[src/rtl/epc_pkg.sv]
// constants, register map and types for the nonvolatile program control block
package epc_pkg;
	localparam int unsigned ADDR_W = 12;
	localparam int unsigned DATA_W = 32;
	localparam int unsigned LATCH_N = 16;
	localparam int unsigned ARR_BYTES = 256;
	localparam int unsigned PROG_CYCLES_DEF = 1000;
	localparam logic [ADDR_W-1:0] OFS_CTRL = 12'h000;
	localparam logic [ADDR_W-1:0] OFS_IRQ_STS = 12'h004;
	localparam logic [ADDR_W-1:0] OFS_IRQ_MSK = 12'h008;
	localparam logic [ADDR_W-1:0] OFS_PWR = 12'h00C;
	localparam logic [1:0] ARR_REGION = 2'h1;
	localparam int unsigned BIT_PGM = 0;
	localparam int unsigned BIT_LAT = 1;
	localparam int unsigned BIT_IE = 2;
	localparam int unsigned BIT_DONE = 0;
	localparam int unsigned BIT_WAIT = 0;
	localparam int unsigned BIT_HALT = 1;
	localparam int unsigned BIT_WPEND = 2;
	localparam logic [7:0] CTRL_RESET = 8'h00;
	localparam logic [1:0] RESP_OKAY = 2'h0;
	localparam logic [1:0] RESP_SLVERR = 2'h2;
	localparam logic [1:0] RESP_DECERR = 2'h3;
	typedef enum logic [2:0] {SEL_CTRL, SEL_STS, SEL_MSK, SEL_PWR, SEL_ARR, SEL_NONE} epc_sel_t;
	typedef enum logic {PS_IDLE, PS_PROG} epc_prog_t;
	typedef enum logic [1:0] {PW_RUN, PW_WAIT, PW_HALT} epc_pwr_t;
endpackage

[src/rtl/epc_top.sv]
// data eeprom program control: row latch, programming sequencer, low power and interrupt, AXI4-Lite slave
// What this block does
// [RL1] latch mode on: array writes fill 16 latches
// [RL2] program start writes all latched bytes together
// [RL3] software keeps row fixed; last write wins
// [RL4] cycle end clears both bits, raises interrupt
// [RL5] rewrite ANDs; latches clear at end, fall
// [RL6] latch contents can never be read back
// [RL7] array read in latch mode: zero data, SLVERR response
// [RL8] array write in read mode is ignored
// [RL9] wait entered now, or after running cycle
// [RL10] done interrupt wakes wait, not halt
// [RL11] halt stops at once, abandons cycle
// [RL12] interrupt needs enable and cpu mask clear
// [RL13] control resets 00h, bits 7:3 read 0
// [RL14] pending request clears on service entry
// [RL15] latch mode clear only while program idle
// [RL16] program bit reads 1 while cycle runs
// [RL17] array read answers within one clock
// [RL18] cycle length timed inside the block
// [RL19] cycle length is a clock count parameter
//
// Local design decisions: the placing of the registers and the AXI4-Lite slave port.
module epc_top #(
	parameter int unsigned PROG_CYCLES = epc_pkg::PROG_CYCLES_DEF
)(
	input wire logic aclk,
	input wire logic aresetn,
	input wire logic [epc_pkg::ADDR_W-1:0] s_axi_awaddr,
	input wire logic s_axi_awvalid,
	output logic s_axi_awready,
	input wire logic [epc_pkg::DATA_W-1:0] s_axi_wdata,
	input wire logic [3:0] s_axi_wstrb,
	input wire logic s_axi_wvalid,
	output logic s_axi_wready,
	output logic [1:0] s_axi_bresp,
	output logic s_axi_bvalid,
	input wire logic s_axi_bready,
	input wire logic [epc_pkg::ADDR_W-1:0] s_axi_araddr,
	input wire logic s_axi_arvalid,
	output logic s_axi_arready,
	output logic [epc_pkg::DATA_W-1:0] s_axi_rdata,
	output logic [1:0] s_axi_rresp,
	output logic s_axi_rvalid,
	input wire logic s_axi_rready,
	input wire logic cpu_irq_mask,
	input wire logic isr_enter,
	input wire logic wait_for_irq_instr,
	input wire logic halt_instr,
	input wire logic ext_wake,
	output logic irq,
	output logic in_wait,
	output logic in_halt
);
	import epc_pkg::*;

	function automatic epc_sel_t decode(input logic [ADDR_W-1:0] a);
		epc_sel_t s;
		s = SEL_NONE;
		if (a[ADDR_W-1:ADDR_W-2] == ARR_REGION)
			s = SEL_ARR;
		else if (a == OFS_CTRL)
			s = SEL_CTRL;
		else if (a == OFS_IRQ_STS)
			s = SEL_STS;
		else if (a == OFS_IRQ_MSK)
			s = SEL_MSK;
		else if (a == OFS_PWR)
			s = SEL_PWR;
		return s;
	endfunction

	// write and read channel holding registers
	logic aw_hold_reg;
	logic w_hold_reg;
	logic [ADDR_W-1:0] awaddr_reg;
	logic [7:0] wdata_reg;
	logic wstrb0_reg;
	logic bvalid_reg;
	logic [1:0] bresp_reg;
	logic rvalid_reg;
	logic [DATA_W-1:0] rdata_reg;
	logic [1:0] rresp_reg;

	// block state
	logic ie_reg;
	logic lat_reg;
	logic lat_next;
	epc_prog_t prog_reg;
	epc_prog_t prog_next;
	logic [31:0] cnt_reg;
	logic [7:0] latch_reg [LATCH_N];
	logic [LATCH_N-1:0] lvalid_reg;
	logic [3:0] row_reg;
	logic [7:0] mem [ARR_BYTES];
	logic sts_reg;
	logic sts_next;
	logic msk_reg;
	epc_pwr_t pwr_reg;
	epc_pwr_t pwr_next;
	logic wpend_reg;
	logic wpend_next;

	wire epc_sel_t wsel = decode(awaddr_reg);
	wire epc_sel_t rsel = decode(s_axi_araddr);
	wire logic wr_fire = aw_hold_reg & w_hold_reg & ~bvalid_reg;
	wire logic rd_fire = s_axi_arvalid & ~rvalid_reg;
	wire logic wr_en8 = wr_fire & wstrb0_reg;
	wire logic ctrl_wr = wr_en8 & (wsel == SEL_CTRL);
	wire logic sts_w1c = wr_en8 & (wsel == SEL_STS) & wdata_reg[BIT_DONE];
	wire logic running = (prog_reg == PS_PROG);
	wire logic [7:0] wbyte_idx = awaddr_reg[9:2];
	wire logic [3:0] lidx = wbyte_idx[3:0];
	wire logic arr_wr = wr_en8 & (wsel == SEL_ARR) & lat_reg; // [RL8]
	wire logic halt_abort = running & halt_instr; // [RL11]
	wire logic sw_abort = running & ctrl_wr & ~wdata_reg[BIT_PGM];
	wire logic prog_end = running & ~halt_abort & ~sw_abort & (cnt_reg == PROG_CYCLES - 1); // [RL18] [RL19]
	wire logic start = ~running & ctrl_wr & wdata_reg[BIT_PGM] & lat_reg & ~halt_instr & (pwr_reg != PW_HALT); // [RL2] [RL16]
	wire logic lat_fall = lat_reg & ~lat_next;
	wire logic latch_clr = prog_end | lat_fall; // [RL5]
	wire logic done_evt = prog_end & ie_reg; // [RL4]
	wire logic [7:0] ctrl_rd = {5'h00, ie_reg, lat_reg, running}; // [RL13] [RL16]
	wire logic arr_rd_blocked = lat_reg; // [RL7]

	assign s_axi_awready = ~aw_hold_reg;
	assign s_axi_wready = ~w_hold_reg;
	assign s_axi_bvalid = bvalid_reg;
	assign s_axi_bresp = bresp_reg;
	assign s_axi_arready = ~rvalid_reg;
	assign s_axi_rvalid = rvalid_reg;
	assign s_axi_rdata = rdata_reg;
	assign s_axi_rresp = rresp_reg;
	assign irq = sts_reg & msk_reg & ie_reg & ~cpu_irq_mask; // [RL12]
	assign in_wait = (pwr_reg == PW_WAIT);
	assign in_halt = (pwr_reg == PW_HALT);

	always_comb
	begin
		if (prog_end | halt_abort)
			lat_next = 1'b0; // [RL4] [RL11]
		else if (ctrl_wr & wdata_reg[BIT_LAT])
			lat_next = 1'b1; // [RL1]
		else if (ctrl_wr & ~running)
			lat_next = 1'b0; // [RL15]
		else
			lat_next = lat_reg;
	end

	always_comb
	begin
		if (prog_end | halt_abort | sw_abort)
			prog_next = PS_IDLE; // [RL4]
		else if (start)
			prog_next = PS_PROG;
		else
			prog_next = prog_reg;
	end

	// set wins over both clears
	assign sts_next = done_evt | (sts_reg & ~sts_w1c & ~isr_enter); // [RL14]

	always_comb
	begin
		pwr_next = pwr_reg;
		wpend_next = wpend_reg;
		case (pwr_reg)
			PW_RUN:
			begin
				if (halt_instr)
				begin
					pwr_next = PW_HALT; // [RL11]
					wpend_next = 1'b0;
				end
				else if (wait_for_irq_instr | wpend_reg)
				begin
					if (running & ~prog_end)
						wpend_next = 1'b1; // [RL9]
					else
					begin
						pwr_next = PW_WAIT; // [RL9]
						wpend_next = 1'b0;
					end
				end
			end
			PW_WAIT:
			begin
				if (halt_instr)
					pwr_next = PW_HALT;
				else if (irq | ext_wake)
					pwr_next = PW_RUN; // [RL10]
			end
			PW_HALT:
			begin
				if (ext_wake)
					pwr_next = PW_RUN; // [RL10]
			end
			default:
			begin
				pwr_next = PW_RUN;
				wpend_next = 1'b0;
			end
		endcase
	end

	always_ff @(posedge aclk)
	begin
		if (!aresetn)
		begin
			aw_hold_reg <= 1'b0;
			awaddr_reg <= 12'h000;
		end
		else if (s_axi_awvalid & ~aw_hold_reg)
		begin
			aw_hold_reg <= 1'b1;
			awaddr_reg <= s_axi_awaddr;
		end
		else if (wr_fire)
			aw_hold_reg <= 1'b0;
	end

	always_ff @(posedge aclk)
	begin
		if (!aresetn)
		begin
			w_hold_reg <= 1'b0;
			wdata_reg <= 8'h00;
			wstrb0_reg <= 1'b0;
		end
		else if (s_axi_wvalid & ~w_hold_reg)
		begin
			w_hold_reg <= 1'b1;
			wdata_reg <= s_axi_wdata[7:0];
			wstrb0_reg <= s_axi_wstrb[0];
		end
		else if (wr_fire)
			w_hold_reg <= 1'b0;
	end

	always_ff @(posedge aclk)
	begin
		if (!aresetn)
		begin
			bvalid_reg <= 1'b0;
			bresp_reg <= RESP_OKAY;
		end
		else if (wr_fire)
		begin
			bvalid_reg <= 1'b1;
			bresp_reg <= (wsel == SEL_NONE) ? RESP_DECERR : RESP_OKAY;
		end
		else if (s_axi_bready)
			bvalid_reg <= 1'b0;
	end

	// read answer registered one clock after the address is taken
	always_ff @(posedge aclk)
	begin
		if (!aresetn)
		begin
			rvalid_reg <= 1'b0;
			rdata_reg <= 32'h0000_0000;
			rresp_reg <= RESP_OKAY;
		end
		else if (rd_fire)
		begin
			rvalid_reg <= 1'b1;
			rresp_reg <= RESP_OKAY;
			case (rsel)
				SEL_CTRL: rdata_reg <= {24'h000000, ctrl_rd};
				SEL_STS: rdata_reg <= {31'h0, sts_reg};
				SEL_MSK: rdata_reg <= {31'h0, msk_reg};
				SEL_PWR: rdata_reg <= {29'h0, wpend_reg, in_halt, in_wait};
				SEL_ARR:
				begin
					rdata_reg <= arr_rd_blocked ? 32'h0000_0000 : {24'h000000, mem[s_axi_araddr[9:2]]}; // [RL17] [RL7]
					rresp_reg <= arr_rd_blocked ? RESP_SLVERR : RESP_OKAY; // [RL7]
				end
				default:
				begin
					rdata_reg <= 32'h0000_0000;
					rresp_reg <= RESP_DECERR;
				end
			endcase
		end
		else if (s_axi_rready)
			rvalid_reg <= 1'b0;
	end

	always_ff @(posedge aclk)
	begin
		if (!aresetn)
		begin
			ie_reg <= CTRL_RESET[BIT_IE]; // [RL13]
			lat_reg <= CTRL_RESET[BIT_LAT];
			prog_reg <= PS_IDLE;
			sts_reg <= 1'b0;
			msk_reg <= 1'b0;
			pwr_reg <= PW_RUN;
			wpend_reg <= 1'b0;
		end
		else
		begin
			if (ctrl_wr)
				ie_reg <= wdata_reg[BIT_IE];
			if (wr_en8 & (wsel == SEL_MSK))
				msk_reg <= wdata_reg[BIT_DONE];
			lat_reg <= lat_next;
			prog_reg <= prog_next;
			sts_reg <= sts_next;
			pwr_reg <= pwr_next;
			wpend_reg <= wpend_next;
		end
	end

	always_ff @(posedge aclk)
	begin
		if (!aresetn)
			cnt_reg <= 32'h0000_0000;
		else if (running & ~prog_end)
			cnt_reg <= cnt_reg + 32'h0000_0001; // [RL18]
		else
			cnt_reg <= 32'h0000_0000;
	end

	always_ff @(posedge aclk)
	begin
		if (!aresetn)
			row_reg <= 4'h0;
		else if (arr_wr)
			row_reg <= wbyte_idx[7:4]; // [RL3]
	end

	// one byte latch per row position; no read path exists for them
	genvar gi;
	generate
		for (gi = 0; gi < LATCH_N; gi++)
		begin : g_latch
			wire logic hit = arr_wr & (lidx == 4'(gi));
			always_ff @(posedge aclk)
			begin
				if (!aresetn)
				begin
					latch_reg[gi] <= 8'h00;
					lvalid_reg[gi] <= 1'b0;
				end
				else if (latch_clr | halt_abort)
				begin
					latch_reg[gi] <= 8'h00; // [RL5] [RL6]
					lvalid_reg[gi] <= 1'b0;
				end
				else if (hit)
				begin
					latch_reg[gi] <= lvalid_reg[gi] ? (latch_reg[gi] & wdata_reg) : wdata_reg; // [RL1] [RL5]
					lvalid_reg[gi] <= 1'b1;
				end
			end
		end
	endgenerate

	// latched bytes of the row committed in the clock the cycle ends
	always_ff @(posedge aclk)
	begin
		if (prog_end)
		begin
			for (int i = 0; i < LATCH_N; i++)
			begin
				if (lvalid_reg[i])
					mem[{row_reg, i[3:0]}] <= latch_reg[i]; // [RL2]
			end
		end
	end

endmodule // epc_top

[config.mk]
export PLATFORM = sky130hd
export DESIGN_NAME = epc_top
export DESIGN_NICKNAME = d
export VERILOG_FILES = /design/src/rtl/epc_pkg.sv /design/src/rtl/epc_top.sv
export SDC_FILE = /design/constraint.sdc
export NUM_CORES = 2
export LEC_CHECK = 0
export BUFFER_PORTS_ARGS = -buffer_cell sky130_fd_sc_hd__buf_2
export CAP_MARGIN = 20
export CORE_MARGIN = 2
export CORE_UTILIZATION = 25
export DETAILED_ROUTE_END_ITERATION = 8
export GPL_TIMING_DRIVEN = 0
export PLACE_DENSITY_LB_ADDON = 0.1
export SYNTH_ARGS = -nofsm -noshare
export SYNTH_HDL_FRONTEND = slang
export SYNTH_SLANG_ARGS = --single-unit
[constraint.sdc]
create_clock -name aclk -period 3.07 [get_ports aclk]
set_input_delay 0.7675 -clock aclk [delete_from_list [all_inputs] [get_ports aclk]]
set_output_delay 0.7675 -clock aclk [all_outputs]
set_load 0.02 [all_outputs]
==> results_dict.tcl <==
set metrics [dict create \
    synth-main-ff-cell "edfxtp_1" \
    wl_mm 605 \
    leakage_nw 38.7 \
    die_h_um 600 \
    cts_root_buf "clkbuf_16" \
    io_buffers 62 \
    cellPowerDensity_nw_per_um2 599 \
    holdWs_ns 0.0574 \
    dieArea_um2 360000 \
    finalCriticalPeriod_ns 3.38 \
    ant_nets 0 \
    drc_errors 0 \
    synth_async_sr_flop_share_pct 0 \
    path_max_fanout 8 \
    grt_max_degree 14 \
    relSlewSlack_pct 25.0 \
    worstSkewPairLatency_ns 0.97 \
    h-tree-depth 5 \
    yosysTopAreaCell "edfxtp_1" \
    synth_edf_count 2176 \
    setup_viol 398 \
    cts_tree "built" \
    critPathArrivalTime_ns 3.95 \
    required_ns 3.64 \
    fillers 33500 \
    skew_ns 0.0636 \
    status "finished, violations left" \
    drive_gt1_share_pct 41.9 \
    worstMarginPinSlew_ns 1.12 \
    ys_warn_count 0 \
    ys_top_cells_by_area "edfxtp_1 74%, mux4_2 13%, dfxtp_1 2.2%" \
    largest_reg_flops 2048 \
    drv_slew 0 \
    hold_buffers 0 \
    ios 116 \
    wl_per_cell_um 57.0 \
    fmax_ghz 0.296 \
    rsz0062_at_grt "true" \
    vdd_ir_drop_max_uv 415 \
    yosysTopAreaCellShare_pct 73.6 \
    first_iter_violations 10900 \
    critPathKind "flop to flop" \
    syn-cell-area_um2 88800 \
    clock-sinks 2272 \
    drt_pre_antenna_iters 5 \
    fin_ws_ns -0.312 \
    coreArea_um2 353000 \
    syn_area_per_cell_um2 19.5 \
    clk_path_buf_depth 4 \
    cap_violations 0 \
    area.growth.synth_to_final_pct 36.2 \
    synth_seq_cells 2272 \
    period_share_pct 110 \
    hold_class "input pin to flop" \
    cts-buffers-inserted 268 \
    grt_first_pass_wirelength_mm 724 \
    ys_top_cells_by_count "2176 x edfxtp_1, 526 x mux4_2, 449 x nor2_1" \
    grt_usage_pct 33.0 \
    nNetsFinal 5717 \
    multi_input_area_um2 23400 \
    placed_area_um2 101000 \
    start_util_pct 25.2 \
    synth_cells 4553 \
    ff_latch_area_um2 67300 \
    ys_types 70 \
    hold_violations 0 \
    ys_seq_area_share_pct 75.7 \
    violations "negative setup slack" \
    dp.cells 9627 \
    rows 218 \
    crit_path_start_kind "flop" \
    final_core_util_pct 34.3 \
    layout.cells.non_filler 10600 \
    dp.final_hpwl_mm 445 \
    critPathCaptureType "flop" \
    routed_via_density 5.61 \
    grt_remaining_overflow 0 \
    gp_congestion 1.02 \
    die_x_um 600 \
    grt_pass1_vias 53200 \
    final_area_um2 121000 \
    num_vias 59600 \
    antenna_found_initial 146 \
    path_clk_slew_ns 0.06 \
    yosysMostFrequentCell "edfxtp_1" \
]
[area by class of cell]
type                            instances  area share (%)
Buffer                                265            3.18
Sequential cell                      2272            55.6
Clock buffer                          338            5.83
Antenna cell                           45          0.0931
Timing Repair Buffer                  806            10.0
Multi-Input combinational cell       1996            19.3
Clock inverter                        138           0.874
Tap cell                             4730            4.89
Inverter                               32           0.103
[final timing paths]
kind	slack [ns]	cells past startpoint	start	endpoint
max reg2reg	-0.31	5	row_reg[0]	mem[124][5]
max	-0.31	5	row_reg[0]	mem[124][5]
min	0.06	3	s_axi_wvalid	w_hold_reg
min reg2reg	0.46	1	cnt_reg[0]	cnt_reg[0]
[metrics by stage]
stage                     setup TNS (ns)  total power [mW]  worst slack [ns]
after global placement          -5713.00              40.2             -6.89
after global routing              -26.98              73.5            -0.245
after detailed placement        -5198.78              40.7             -4.04
final                             -26.79              72.4            -0.312
after CTS                        -117.28              72.0            -0.284
after floorplan                    -1.49              36.3          -0.00618
[cell usage in the layout (no fill, tap or decap), types with 46 or more instances in the layout]
cell,n
nor2_2,62
buf_16,225
clkbuf_1,88
nor3_1,61
o21ai_0,138
dfxtp_1,88
mux4_2,526
nor2_1,184
nand2_1,137
nor2_4,203
clkinv_1,52
clkbuf_16,293
edfxtp_1,2176
a21oi_1,56
buf_2,79
buf_12,223
clkinv_2,46
buf_4,340
buf_8,58
[worst max-delay path, cell delays in order, from the launching register on]
cell and delay [ns]:
dfxtp_1 0.68, nor2b_1 0.46, nand3_2 0.64, clkbuf_2 0.52, buf_8 0.26, nor2_4 0.35
[timing repair]
item,4_1_cts,5_1_grt
cloned,1,11
endpoints found under the setup margin,2366,2002
resized for setup,1164,277
pin swaps,110,129
buffers inserted,254,217
[cells by family after synthesis]
logic type / after synthesis / share of synthesized area, %
other cells: 1 / 0.00422
fa+ha+maj: 4 / 0.0564
compound gates: 461 / 3.33
flops: 2272 / 75.7
mux: 607 / 14.4
buf+inv: 308 / 1.90
simple gates: 870 / 4.31
xor+xnor: 30 / 0.296
[power breakdown]
part	switching, mW	leakage (nW)	internal (mW)
Clock	14.0	3.98	17.0
Sequential	0.407	20.7	33.9
Combinational	4.84	14.0	2.34
Total	19.2	38.7	53.2
[routing by layer]
layer	vias up	wire length (µm)	global-route usage [%]	part of all wire (%)
met5	-	149	0	0.025
li1	20900	-	-	-
met1	33300	243000	44.9	40
met2	4525	257000	48.4	43
met4	22	39000	16.4	6.4
met3	841	66000	8.80	11
(Power assumes the default switching activity.)
